File: src/common/fbg_pkg.sv
package fbg_pkg;

  // Number of serial channels, each with its own rate generator.
  localparam int NUM_CHANNELS = 2;

  // Register indices on the 3-bit register address.
  localparam logic [2:0] REG_DIV_LOW = 3'h0;
  localparam logic [2:0] REG_DIV_HIGH = 3'h1;
  localparam logic [2:0] REG_DIV_FRACTION = 3'h2;
  localparam logic [2:0] REG_MODEM_CONTROL = 3'h4;
  localparam logic [2:0] REG_ENHANCED_MODE = 3'h5;

  // Reset values.
  localparam logic [7:0] DIV_LOW_RESET = 8'h01;
  localparam logic [7:0] DIV_HIGH_RESET = 8'h00;
  localparam logic [7:0] DIV_FRACTION_RESET = 8'h00;
  localparam logic [7:0] MODEM_CONTROL_RESET = 8'h00;
  localparam logic [7:0] ENHANCED_MODE_RESET = 8'h00;

  // Field positions and widths.
  localparam int PRESCALE_SEL_BIT = 7;
  localparam int SAMPLE_X16_BIT = 7;
  localparam int FRACTION_WIDTH = 4;
  localparam int INTEGER_WIDTH = 16;

  // Division and sampling counts.
  localparam logic [1:0] PRESCALE_LAST = 2'h3;
  localparam logic [4:0] SAMPLES_PER_BIT_X16 = 5'h10;
  localparam logic [4:0] SAMPLES_PER_BIT_X8 = 5'h08;

  // System clock rate.
  localparam int SYS_CLK_HZ = 10_000_000;

endpackage

File: src/rtl/fbg_frac_divider.sv
module fbg_frac_divider
  import fbg_pkg::*;
(
  // Clock and reset
  input wire logic i_sys_clk,
  input wire logic i_sys_rst,
  // Divisor
  input wire logic i_restart,
  input wire logic [INTEGER_WIDTH-1:0] i_integer,
  input wire logic [FRACTION_WIDTH-1:0] i_fraction,
  // Prescaled edges in, sampling enable out
  input wire logic i_tick,
  output logic o_sample
);

  logic [INTEGER_WIDTH:0] count_q;
  logic [FRACTION_WIDTH-1:0] accum_q;
  logic sample_q;
  logic [FRACTION_WIDTH:0] accum_sum;
  logic [INTEGER_WIDTH:0] period_len;

  // An integer part of zero is treated as one so the generator never stalls.
  always_comb
  begin
    accum_sum = {1'b0, accum_q} + {1'b0, i_fraction};
    if (i_integer == '0)
    begin
      period_len = {{INTEGER_WIDTH{1'b0}}, 1'b1};
    end
    else
    begin
      period_len = {1'b0, i_integer};
    end
    // A carry out of the accumulator stretches this period by one prescaled input clock.
    period_len = period_len + {{INTEGER_WIDTH{1'b0}}, accum_sum[FRACTION_WIDTH]};
  end

  always_ff @(posedge i_sys_clk)
  begin
    if (i_sys_rst || i_restart)
    begin
      count_q <= '0;
      accum_q <= '0;
      sample_q <= 1'b0;
    end
    else
    begin
      sample_q <= 1'b0;
      if (i_tick)
      begin
        if (count_q == period_len - {{INTEGER_WIDTH{1'b0}}, 1'b1})
        begin
          count_q <= '0;
          accum_q <= accum_sum[FRACTION_WIDTH-1:0];
          sample_q <= 1'b1;
        end
        else
        begin
          count_q <= count_q + {{INTEGER_WIDTH{1'b0}}, 1'b1};
        end
      end
    end
  end

  assign o_sample = sample_q;

endmodule

File: src/rtl/fbg_prescaler.sv
module fbg_prescaler
  import fbg_pkg::*;
(
  // Clock and reset
  input wire logic i_sys_clk,
  input wire logic i_sys_rst,
  // Control
  input wire logic i_restart,
  input wire logic i_div4,
  // Input clock edges and prescaled edges
  input wire logic i_tick,
  output logic o_tick
);

  logic [1:0] count_q;
  logic tick_q;

  always_ff @(posedge i_sys_clk)
  begin
    if (i_sys_rst || i_restart)
    begin
      count_q <= 2'h0;
      tick_q <= 1'b0;
    end
    else
    begin
      tick_q <= 1'b0;
      if (i_tick)
      begin
        if (!i_div4)
        begin
          tick_q <= 1'b1;
        end
        else if (count_q == PRESCALE_LAST)
        begin
          count_q <= 2'h0;
          tick_q <= 1'b1;
        end
        else
        begin
          count_q <= count_q + 2'h1;
        end
      end
    end
  end

  assign o_tick = tick_q;

endmodule

File: src/rtl/fbg_top.sv
module fbg_top
  import fbg_pkg::*;
#(
  parameter logic [7:0] DEVICE_ID = 8'h5C, // Arbitrary identification value.
  parameter logic [7:0] DEVICE_REV = 8'h03 // Arbitrary revision value.
)
(
  // Clock and reset
  input wire logic i_sys_clk,
  input wire logic i_sys_rst,
  // Oscillator pins
  input wire logic i_clock_input_pin,
  output logic o_oscillator_output_pin,
  // Register port
  input wire logic [NUM_CHANNELS-1:0] i_reg_sel,
  input wire logic [2:0] i_reg_addr,
  input wire logic i_reg_wr,
  input wire logic i_reg_rd,
  input wire logic [7:0] i_reg_wdata,
  output logic [7:0] o_reg_rdata,
  output logic o_reg_rvalid,
  // Per-channel timing outputs
  output logic [NUM_CHANNELS-1:0] o_sample_tick,
  output logic [NUM_CHANNELS-1:0] o_bit_tick,
  output logic [NUM_CHANNELS-1:0] o_sample_x16,
  output logic [NUM_CHANNELS-1:0] o_prescale_div4
);

  // Writes to these indices change the divisor and so restart the chain.
  function automatic logic is_divisor_reg(input logic [2:0] addr);
    is_divisor_reg = (addr == REG_DIV_LOW) || (addr == REG_DIV_HIGH) ||
                     (addr == REG_DIV_FRACTION);
  endfunction

  // The pin clock is foreign to the system clock and must be synchronised
  // before its rising edges are counted. It must run below half the system rate.
  logic pin_meta_q;
  logic pin_sync_q;
  logic pin_prev_q;
  logic pin_edge;

  always_ff @(posedge i_sys_clk)
  begin
    if (i_sys_rst)
    begin
      pin_meta_q <= 1'b0;
      pin_sync_q <= 1'b0;
      pin_prev_q <= 1'b0;
    end
    else
    begin
      pin_meta_q <= i_clock_input_pin;
      pin_sync_q <= pin_meta_q;
      pin_prev_q <= pin_sync_q;
    end
  end

  // The input clock's rising edges drive only the rate generators below.
  assign pin_edge = pin_sync_q && !pin_prev_q;

  // The oscillator output is the inverted input, as a crystal amplifier drives it.
  logic osc_out_q;

  always_ff @(posedge i_sys_clk)
  begin
    if (i_sys_rst)
    begin
      osc_out_q <= 1'b0;
    end
    else
    begin
      osc_out_q <= !pin_sync_q;
    end
  end

  assign o_oscillator_output_pin = osc_out_q;

  // Per-channel register file and timing chain.
  // Only the four implemented fraction bits are stored; the upper ones cannot be
  // written and always read back as zero.
  logic [7:0] div_low_q [NUM_CHANNELS];
  logic [7:0] div_high_q [NUM_CHANNELS];
  logic [3:0] div_fraction_q [NUM_CHANNELS];
  logic [7:0] modem_control_q [NUM_CHANNELS];
  logic [7:0] enhanced_mode_q [NUM_CHANNELS];
  logic [NUM_CHANNELS-1:0] restart_div;
  logic [NUM_CHANNELS-1:0] restart_pre;
  logic [NUM_CHANNELS-1:0] pre_tick;
  logic [NUM_CHANNELS-1:0] sample_tick;

  genvar ch;
  generate
    for (ch = 0; ch < NUM_CHANNELS; ch = ch + 1)
    begin : g_channel
      logic wr_here;
      logic [4:0] bit_count_q;
      logic bit_tick_q;
      logic [4:0] samples_per_bit;

      // Both channels may be selected together for a common write.
      assign wr_here = i_reg_wr && i_reg_sel[ch];

      always_ff @(posedge i_sys_clk)
      begin
        if (i_sys_rst)
        begin
          div_low_q[ch] <= DIV_LOW_RESET;
          div_high_q[ch] <= DIV_HIGH_RESET;
          div_fraction_q[ch] <= DIV_FRACTION_RESET[FRACTION_WIDTH-1:0];
        end
        else if (wr_here)
        begin
          if (i_reg_addr == REG_DIV_LOW)
          begin
            div_low_q[ch] <= i_reg_wdata;
          end
          else if (i_reg_addr == REG_DIV_HIGH)
          begin
            div_high_q[ch] <= i_reg_wdata;
          end
          else if (i_reg_addr == REG_DIV_FRACTION)
          begin
            div_fraction_q[ch] <= i_reg_wdata[FRACTION_WIDTH-1:0];
          end
        end
      end

      // Only bit 7 of each control register acts here; other bits are kept for readback.
      always_ff @(posedge i_sys_clk)
      begin
        if (i_sys_rst)
        begin
          modem_control_q[ch] <= MODEM_CONTROL_RESET;
          enhanced_mode_q[ch] <= ENHANCED_MODE_RESET;
        end
        else if (wr_here)
        begin
          if (i_reg_addr == REG_MODEM_CONTROL)
          begin
            modem_control_q[ch] <= i_reg_wdata;
          end
          else if (i_reg_addr == REG_ENHANCED_MODE)
          begin
            enhanced_mode_q[ch] <= i_reg_wdata;
          end
        end
      end

      // A divisor write restarts the whole chain so no period mixes divisors.
      // A prescale change restarts it too; otherwise the first period after the
      // change would be counted partly at the old input rate.
      assign restart_div[ch] = wr_here && is_divisor_reg(i_reg_addr);
      assign restart_pre[ch] = restart_div[ch] ||
                               (wr_here && (i_reg_addr == REG_MODEM_CONTROL));

      // Each channel divides the shared pin edges with its own prescale setting.
      fbg_prescaler u_prescaler (
        .i_sys_clk(i_sys_clk),
        .i_sys_rst(i_sys_rst),
        .i_restart(restart_pre[ch]),
        .i_div4(modem_control_q[ch][PRESCALE_SEL_BIT]),
        .i_tick(pin_edge),
        .o_tick(pre_tick[ch])
      );

      // The divider shares the prescaler's restart so both begin a period together.
      fbg_frac_divider u_divider (
        .i_sys_clk(i_sys_clk),
        .i_sys_rst(i_sys_rst),
        .i_restart(restart_pre[ch]),
        .i_integer({div_high_q[ch], div_low_q[ch]}),
        .i_fraction(div_fraction_q[ch]),
        .i_tick(pre_tick[ch]),
        .o_sample(sample_tick[ch])
      );

      // In 8X mode an odd fraction lands its stretch on alternate bits only,
      // so individual bit times may jitter by one prescaled input clock.
      assign samples_per_bit = enhanced_mode_q[ch][SAMPLE_X16_BIT] ?
                               SAMPLES_PER_BIT_X16 : SAMPLES_PER_BIT_X8;

      always_ff @(posedge i_sys_clk)
      begin
        if (i_sys_rst || restart_pre[ch])
        begin
          bit_count_q <= 5'h00;
          bit_tick_q <= 1'b0;
        end
        else
        begin
          bit_tick_q <= 1'b0;
          if (sample_tick[ch])
          begin
            // Comparing with >= lets a switch from 16X to 8X in mid-bit end that
            // bit at once instead of running the count through its full range.
            if (bit_count_q >= samples_per_bit - 5'h01)
            begin
              bit_count_q <= 5'h00;
              bit_tick_q <= 1'b1;
            end
            else
            begin
              bit_count_q <= bit_count_q + 5'h01;
            end
          end
        end
      end

      // The mode bits leave the block as levels for the transmitter and receiver.
      assign o_sample_tick[ch] = sample_tick[ch];
      assign o_bit_tick[ch] = bit_tick_q;
      assign o_sample_x16[ch] = enhanced_mode_q[ch][SAMPLE_X16_BIT];
      assign o_prescale_div4[ch] = modem_control_q[ch][PRESCALE_SEL_BIT];
    end
  endgenerate

  // Read path; the lowest selected channel answers when several are selected.
  // Reading both channels at once has no use, but the result stays defined.
  logic [7:0] rdata_q;
  logic rvalid_q;
  logic [7:0] rd_mux;
  logic id_mode;
  int rd_ch;

  always_comb
  begin
    rd_ch = 0;
    for (int i = NUM_CHANNELS - 1; i >= 0; i--)
    begin
      if (i_reg_sel[i])
      begin
        rd_ch = i;
      end
    end
    // With both divisor bytes zero the generator runs at a divisor of one, and the
    // two bytes read back the identification values instead.
    id_mode = (div_low_q[rd_ch] == 8'h00) && (div_high_q[rd_ch] == 8'h00);
    if (i_reg_addr == REG_DIV_LOW)
    begin
      rd_mux = id_mode ? DEVICE_REV : div_low_q[rd_ch];
    end
    else if (i_reg_addr == REG_DIV_HIGH)
    begin
      rd_mux = id_mode ? DEVICE_ID : div_high_q[rd_ch];
    end
    else if (i_reg_addr == REG_DIV_FRACTION)
    begin
      // Upper fraction bits are not implemented and read as zero.
      rd_mux = {4'h0, div_fraction_q[rd_ch]};
    end
    else if (i_reg_addr == REG_MODEM_CONTROL)
    begin
      rd_mux = modem_control_q[rd_ch];
    end
    else if (i_reg_addr == REG_ENHANCED_MODE)
    begin
      rd_mux = enhanced_mode_q[rd_ch];
    end
    else
    begin
      rd_mux = 8'h00;
    end
  end

  always_ff @(posedge i_sys_clk)
  begin
    if (i_sys_rst)
    begin
      rdata_q <= 8'h00;
      rvalid_q <= 1'b0;
    end
    else
    begin
      // A read with no channel selected is ignored, so it gets no answer either.
      rvalid_q <= i_reg_rd && (i_reg_sel != '0);
      if (i_reg_rd && (i_reg_sel != '0))
      begin
        rdata_q <= rd_mux;
      end
    end
  end

  // Read data holds until the next answered read.
  assign o_reg_rdata = rdata_q;
  assign o_reg_rvalid = rvalid_q;

endmodule

File: config.mk
export PLATFORM = sky130hd
export DESIGN_NAME = fbg_top
export DESIGN_NICKNAME = d
export VERILOG_FILES = /design/src/common/fbg_pkg.sv /design/src/rtl/fbg_frac_divider.sv /design/src/rtl/fbg_prescaler.sv /design/src/rtl/fbg_top.sv
export SDC_FILE = /design/constraint.sdc
export NUM_CORES = 1
export LEC_CHECK = 0
export ABC_CLOCK_PERIOD_IN_PS = 5000
export BUFFER_PORTS_ARGS = -buffer_cell sky130_fd_sc_hd__buf_2
export CAP_MARGIN = 5
export CORE_MARGIN = 1.5
export CORE_UTILIZATION = 60
export CTS_CLUSTER_DIAMETER = 60
export DETAILED_ROUTE_END_ITERATION = 16
export HOLD_SLACK_MARGIN = 0.1
export PLACE_DENSITY = 0.84
export SLEW_MARGIN = 20
export SYNTH_ARGS = -nofsm -noshare
export SYNTH_HDL_FRONTEND = slang
export SYNTH_SLANG_ARGS = --single-unit
File: constraint.sdc
create_clock -name i_sys_clk -period 5 [get_ports i_sys_clk]
set_input_delay 0.75 -clock i_sys_clk [delete_from_list [all_inputs] [get_ports i_sys_clk]]
set_output_delay 0.75 -clock i_sys_clk [all_outputs]
set_load 0.02 [all_outputs]
==> results.tsv, run 1 <==
metric	value	unit
setup_viol	0	
synth_cell_types	69	
fin_area	0.00895	mm2
dp_hpwl	13300	um
cts_hold_buf	0	
cts_made_buffers	17	
wl_per_cell	18.2	um
startpoint_type	flop	
gp_congestion	0.946	
drt_pass1_iterations	5	
drv_cap	0	
drtIter0Drc	443	
synth-seq-cells	147	
io-pin-count	36	
antenna_found_initial	0	
final_common_cell	nor2_1	
synth_edf_count	72	
setup_tns	0	ns
synthArstFlopShare	0	%
die_area	0.0142	mm2
crit_arrival	4.82	ns
finalCritPeriodShare	90.4	%
grt_pass1_wl	30400	um
cts_resized	0	
whs_path_depth	1	
drv_slew	0	
htreeDepth	4	
rsz0062_at_grt	no	
end_kind	flop	
num_rows	42	
finalClockSkew	0.00739	ns
coreArea	0.0132	mm2
layout-drive-gt1-share	10.7	%
cp_slowest_stage_delay	0.74	ns
hold_viol	0	
critPathMaxFanout	14	
fin_total_pwr	2.94	mW
layout_common_cells	nor2_1, dfxtp_1, and2_1, edfxtp_1, nand2_1	
syn_to_final_growth	10.3	%
route.detailed.drc	0	
regToRegSetupSlack	0.48	ns
die_w	119	um
max_freq	221	MHz
syn-cell-area	0.00811	mm2
synthFlopType	dfxtp_1	
synthesis.nets	885	
cts_setup_buffers	0	
hold_path.class	reg2reg	
setup_ws	0.480	ns
vias_per_cell	6.11	
start_util	61.3	%
overflow	0	
vias	6406	
die_y	119	um
dp_slack	0.556	ns
synth_warnings	0	
dpl_cell_area	0.00833	mm2
final_nets	899	
min_period	4.52	ns
fill_cells	1005	
worstPathRequired	5.30	ns
cts_buffer_depth	2	
netlist_instances	845	
grt_pass1_vias	6060	
r2r_cells	13	
clk_pin_slew	0.06	ns
dp_cells	1016	
cpMaxStageDelayCell	or4_1	
final_cells	1048	
yosysSeqAreaShare	45.2	%
insertedDiodeCount	0	
grt_usage	27.4	%
tritoncts	yes	
path_class	reg2reg	
p_leak	3.32	nW
max-vdd-ir-drop	0.228	mV
power_density	329	mW/mm2
relSlewSlack	44.8	%
cts-root-buf	clkbuf_16	
worstPathCellList	or4_4 -> nand2b_1 -> nor3_1 -> nor2_1 -> ha_1 -> ha_1 -> nor2b_1 -> or3_1 -> a311oi_1 -> o2111ai_1 -> or4_1 -> o21ai_4 -> nor2_1	
worst_slew_pin_slew	0.826	ns
drtAntennaViolNets	0	
routed_wl	19100	um
port-buffer-count	35	
clkSinkCount	147	
clk_latency	0.43	ns
status	finished clean	
synth.avg_cell_area	9.60	um2
grt_max_degree	30	
[per-stage QoR]
step           utilization (%)  hold WS (ns)
5_1_grt                   67.6         0.469
3_5_place_dp              62.9         0.434
4_1_cts                   67.6         0.452
3_3_place_gp              62.9         0.417
6_report                  67.6         0.443
2_1_floorplan                -         0.414
[cells in the mapped netlist (5+ instances only)]
cell type   n  area, um2
nand2b_1   11       68.8
and3_1     12       75.1
buf_4       8       60.1
and2_1     73        457
nand2_1    69        259
o21ai_0    12       60.1
o31ai_1     6       45.0
xnor2_1    31        272
nor2b_1    16        100
a31oi_1     5       31.3
o21bai_1   12       90.1
nor3b_1     6       45.0
dfxtp_1    75       1500
inv_1      19       71.3
xor2_1     49        429
mux2i_1    17        170
nand3_1    22        110
clkbuf_1   28        105
edfxtp_1   72       2160
a21oi_1    40        200
nor4_1     10       62.6
nand4_1    17        106
or3_1       8       50.1
ha_1       20        250
nor3_1     18       90.1
nor2_1     90        338
a21o_1      7       52.6
[layer usage]
metal	up-vias	share of wire, %	global-route usage, %
met5	-	0	0
li1	3023	-	-
met1	3034	41	35.9
met4	0	2.7	11.2
met3	49	8.6	4.65
met2	300	48	45.5
[flip-flops by register name, indices dropped and copies added, names as in the netlist, 2 cells and up]
name,flops
g_channel.u_divider.count_q,34
div_high_q,16
div_low_q,16
enhanced_mode_q,16
modem_control_q,16
g_channel.bit_count_q,10
div_fraction_q,8
g_channel.u_divider.accum_q,8
o_reg_rdata,8
g_channel.u_prescaler.count_q,4
g_channel.bit_tick_q,2
g_channel.u_divider.o_sample,2
g_channel.u_prescaler.o_tick,2
[final timing paths]
kind,startpoint,to
hold reg to reg,pin_meta_q,pin_sync_q
setup reg to reg,div_high_q[0][2],g_channel[0].u_divider.count_q[15]
hold / removal,pin_meta_q,pin_sync_q
setup / recovery,div_high_q[0][2],g_channel[0].u_divider.count_q[15]
[cells by family (layout without fill, tap and decap cells)]
kind of cell,Yosys count,count (layout),synth area share [%]
xor+xnor,80,80,8.64
compound gates,126,126,10.5
flops,147,147,45.2
mux,20,20,2.93
buf+inv,63,90,3.53
simple gates,387,387,25.7
fa+ha+maj,22,22,3.58
[power breakdown]
part	switching, mW	leakage, nW	internal (mW)	total, mW
Sequential	0.0459	1.30	1.31	1.35
Clock	0.520	0.304	0.842	1.36
Combinational	0.147	1.72	0.0815	0.228
Total	0.712	3.32	2.23	2.94
[worst max-delay path, delay by kind of cell (launching register included)]
| kind | cells | cell delay (ns) |
|---|---|---|
| AOI/OAI and AO/OA | 3 | 0.90 |
| adders and majority gates | 2 | 0.54 |
| DFF | 1 | 0.45 |
| and+or+nand+nor | 8 | 2.51 |
[final cells by class]
cell class,instances,area [um2],area share [%]
clock buffers,18,429,4.79
clock inverters,14,198,2.21
inverters,19,71.3,0.797
multi-input cells,635,4170,46.5
flip-flops and latches,147,3660,40.9
well taps,176,220,2.46
repair buffers,39,205,2.29
(Power assumes the default switching activity.)
==> run 2: changes to the inputs <==
--- a/config.mk
+++ b/config.mk
@@ -13,7 +13,7 @@
 export CTS_CLUSTER_DIAMETER = 60
 export DETAILED_ROUTE_END_ITERATION = 16
 export HOLD_SLACK_MARGIN = 0.1
-export PLACE_DENSITY = 0.84
+export PLACE_DENSITY = 0.78
 export SLEW_MARGIN = 20
 export SYNTH_ARGS = -nofsm -noshare
 export SYNTH_HDL_FRONTEND = slang
==> results.tsv, run 2 (synthesis results as in run 1) <==
metric	value	unit
whs	0.462	ns
top_register	g_channel.u_divider.count_q	
cts_hold_buf	0	
crit_arrival	4.84	ns
tritoncts	yes	
die_y	119	um
start_util	61.3	%
io-pin-count	36	
port-buffer-count	35	
setup_viol	0	
antenna_found_initial	0	
finalCritPeriodShare	90.9	%
num_rows	42	
startpoint_type	flop	
drv_slew	0	
clkSinkCount	147	
power_density	324	mW/mm2
routed_wl	19700	um
die_w	119	um
final_cells	1047	
vias_per_cell	6.14	
worst_slew_pin_slew	1.01	ns
cts_buffer_depth	2	
wl_per_cell	18.8	um
overflow	0	
drtAntennaViolNets	0	
die_area	0.0142	mm2
final_nets	898	
finalClockSkew	0.00649	ns
clk_pin_slew	0.06	ns
max_freq	220	MHz
coreArea	0.0132	mm2
insertedDiodeCount	0	
relSlewSlack	33.0	%
rsz0062_at_grt	no	
grt_usage	28.9	%
drv_cap	0	
min_period	4.54	ns
drt_pass1_iterations	6	
route.detailed.drc	0	
layout_common_cells	nor2_1, dfxtp_1, and2_1, edfxtp_1, nand2_1	
critPathMaxFanout	14	
drtIter0Drc	805	
largest_register_ffs	34	
grt_pass1_wl	31600	um
fin_total_pwr	2.90	mW
dp_hpwl	14100	um
clk_latency	0.43	ns
grt_max_degree	30	
gp_congestion	0.935	
layout-drive-gt1-share	10.6	%
dp_cells	1015	
vias	6427	
p_leak	3.30	nW
syn_to_final_growth	9.98	%
end_kind	flop	
cts_resized	0	
cts_setup_buffers	0	
fill_cells	1048	
setup_tns	0	ns
path_class	reg2reg	
htreeDepth	4	
hold_path.class	reg2reg	
hold_viol	0	
final_common_cell	nor2_1	
grt_pass1_vias	6287	
status	finished clean	
worstPathRequired	5.30	ns
cts_made_buffers	17	
max-vdd-ir-drop	0.227	mV
cts-root-buf	clkbuf_16	
[run 2: cell count changes in the layout (fill, tap and decap cells not counted), sizes merged]
cell | previous run | this run
inv | 25 | 24
clkinv | 3 | 4
buf | 39 | 38
bufinv | 4 | 3
clkinvlp | 1 | 2
[run 2: worst paths after layout]
path	from	end	slack [ns]	cells after the start
setup / recovery	div_high_q[0][2]	g_channel[0].u_divider.count_q[3]	0.46	13
hold / removal	pin_meta_q	pin_sync_q	0.46	1
setup reg to reg	div_high_q[0][2]	g_channel[0].u_divider.count_q[3]	0.46	13
hold reg to reg	pin_meta_q	pin_sync_q	0.46	1
[run 2: per-layer routing]
layer,GRT usage [%],part of all wire (%),vias to the layer above
met5,0,0,-
met4,12.9,4.1,0
met3,5.56,7.7,64
met2,46.8,48,256
met1,37.9,41,3084
li1,-,-,3023
[run 2: cell type report]
type / instances / area (um2) / share of cell area (%)
Tap cell: 176 / 220 / 2.47
Clock inverter: 14 / 175 / 1.96
Inverter: 19 / 71.3 / 0.799
Clock buffer: 18 / 429 / 4.81
Timing Repair Buffer: 38 / 198 / 2.22
Multi-Input combinational cell: 635 / 4170 / 46.7
Sequential cell: 147 / 3660 / 41.1
[run 2: per-stage QoR]
step	area [um2]	setup slack (ns)	util [%]
final	8920	0.457	67.4
after floorplan	8110	1.03	-
after CTS	8920	0.487	67.4
after global routing	8920	0.146	67.4
after detailed placement	8320	0.500	62.8
after global placement	8320	0.634	62.8
[run 2: report_power, final]
part | internal, mW | switching [mW]
registers | 1.31 | 0.0465
clock network | 0.791 | 0.521
logic | 0.0813 | 0.149
total | 2.18 | 0.716
[run 2: worst max-delay path, cell delays in order, from the launching register on]
cell and delay [ns]:
edfxtp_1 0.46, or4_4 0.57, nand2b_1 0.21, nor3_1 0.37
nor2_1 0.08, ha_1 0.29, ha_1 0.27, nor2b_1 0.14
or3_1 0.34, a311oi_1 0.28, o2111ai_1 0.18, or4_1 0.74
o21ai_4 0.40, nor2_1 0.10
==> run 3: changes to the inputs <==
--- a/config.mk
+++ b/config.mk
@@ -9,11 +9,11 @@
 export BUFFER_PORTS_ARGS = -buffer_cell sky130_fd_sc_hd__buf_2
 export CAP_MARGIN = 5
 export CORE_MARGIN = 1.5
-export CORE_UTILIZATION = 60
+export CORE_UTILIZATION = 50
 export CTS_CLUSTER_DIAMETER = 60
 export DETAILED_ROUTE_END_ITERATION = 16
 export HOLD_SLACK_MARGIN = 0.1
-export PLACE_DENSITY = 0.78
+export PLACE_DENSITY = 0.67
 export SLEW_MARGIN = 20
 export SYNTH_ARGS = -nofsm -noshare
 export SYNTH_HDL_FRONTEND = slang
==> results.tsv, run 3 (synthesis results as in run 1) <==
metric	value	unit
rsz0062_at_grt	no	
port-buffer-count	35	
regToRegSetupSlack	0.44	ns
critPathTopFamily	simple AND/OR/NAND/NOR gates	
layout-drive-gt1-share	10.8	%
critPathMaxFanout	14	
grt_pass1_vias	5891	
crit_arrival	4.86	ns
setup_tns	0	ns
startpoint_type	flop	
drtAntennaViolNets	0	
fin_total_pwr	2.88	mW
die_w	130	um
vias_per_cell	5.76	
min_period	4.56	ns
max_freq	219	MHz
die_y	130	um
grt_max_degree	30	
coreArea	0.0159	mm2
regArea	0.00366	mm2
setup_viol	0	
setup_ws	0.435	ns
rr_startpoint	div_high_q[0][2]	
end_kind	flop	
finalClockSkew	0.0123	ns
largest_register_ffs	34	
gp_congestion	0.867	
start_util	51.1	%
min_from	pin_meta_q	
hold_path.class	reg2reg	
insertedDiodeCount	0	
layout_common_cells	nor2_1, dfxtp_1, and2_1, edfxtp_1, nand2_1	
cts_made_buffers	17	
io-pin-count	36	
cts_setup_buffers	0	
route.detailed.drc	0	
p_leak	3.31	nW
cts-root-buf	clkbuf_16	
critPathBufInv	0	
grt_usage	24.6	%
multi_input_area	0.00417	mm2
whs	0.447	ns
power_density	321	mW/mm2
worstPathCellList	or4_4 -> nand2b_1 -> nor3_1 -> nor2_1 -> ha_1 -> ha_1 -> nor2b_1 -> or3_1 -> a311oi_1 -> o2111ai_1 -> or4_1 -> o21ai_4 -> nor2_1	
htreeDepth	4	
startpoint	div_high_q[0][2]	
finalCritPeriodShare	91.3	%
r2r_cells	13	
path_class	reg2reg	
dp_slack	0.467	ns
final_common_cell	nor2_1	
cts_buffer_depth	2	
status	finished clean	
relSlewSlack	43.8	%
dp_hpwl	14300	um
whs_path_depth	1	
wl_per_cell	18.3	um
routed_wl	19900	um
drtIter0Drc	434	
cp_slowest_stage_delay	0.72	ns
hold_viol	0	
cts_hold_buf	0	
drv_slew	0	
clk_pin_slew	0.06	ns
worstPathRequired	5.30	ns
antenna_found_initial	0	
fill_cells	1419	
drv_cap	0	
syn_to_final_growth	10.7	%
cpMaxStageDelayCell	or4_1	
worst_slew_pin_slew	0.842	ns
cts_resized	0	
holdPathEnd	pin_sync_q	
vias	6270	
clk_latency	0.43	ns
drt_pass1_iterations	5	
overflow	0	
max-vdd-ir-drop	0.253	mV
die_area	0.0170	mm2
clkSinkCount	147	
final_nets	899	
top_register	g_channel.u_divider.count_q	
timing.rr.end	g_channel[0].u_divider.count_q[3]	
tritoncts	yes	
num_rows	46	
grt_pass1_wl	31500	um
## run 3: worst reg2reg max path: stages (launching register included)
cell and delay, ns:
edfxtp_1 0.46, or4_4 0.57, nand2b_1 0.21, nor3_1 0.38
nor2_1 0.09, ha_1 0.30, ha_1 0.27, nor2b_1 0.14
or3_1 0.34, a311oi_1 0.27, o2111ai_1 0.19, or4_1 0.72
o21ai_4 0.39, nor2_1 0.10
## run 3: metrics by stage
stage / util [%] / instances / instance area (um2)
6_report: 56.5 / 1088 / 8980
3_3_place_gp: 52.7 / 1056 / 8380
3_5_place_dp: 52.7 / 1056 / 8380
2_1_floorplan: - / 845 / 8110
4_1_cts: 56.5 / 1088 / 8980
5_1_grt: 56.5 / 1088 / 8980
## run 3: cell type report
type / count / area share (%)
repair buffers: 39 / 2.29
inverters: 19 / 0.794
multi-input cells: 635 / 46.4
clock inverters: 11 / 1.10
well taps: 216 / 3.01
flip-flops and latches: 147 / 40.8
clock buffers: 21 / 5.62
## run 3: worst max path at each step
stage | endpoint | slack, ns | cells past startpoint
2_1_floorplan | g_channel[0].u_divider.count_q[10] | 1.03 | 15
3_3_place_gp | g_channel[0].u_divider.count_q[15] | 0.66 | 13
3_5_place_dp | g_channel[0].u_divider.count_q[4] | 0.47 | 13
4_1_cts | g_channel[0].u_divider.count_q[3] | 0.46 | 13
5_1_grt | g_channel[0].u_divider.count_q[15] | 0.13 | 13
6_report | g_channel[0].u_divider.count_q[3] | 0.44 | 13
## run 3: per-layer routing
layer / vias to the layer above / routed length (um) / track usage (%)
met2: 159 / 9630 / 40.8
met1: 3069 / 8940 / 32.2
li1: 3014 / - / -
met4: 0 / 410 / 8.47
met3: 28 / 923 / 5.05
met5: - / 0 / 0
## run 3: power by group
group          total (mW)  internal [mW]  switching [mW]
Sequential           1.35           1.31          0.0474
Clock                1.30          0.744           0.554
Combinational       0.227         0.0816           0.145
Total                2.88           2.13           0.747
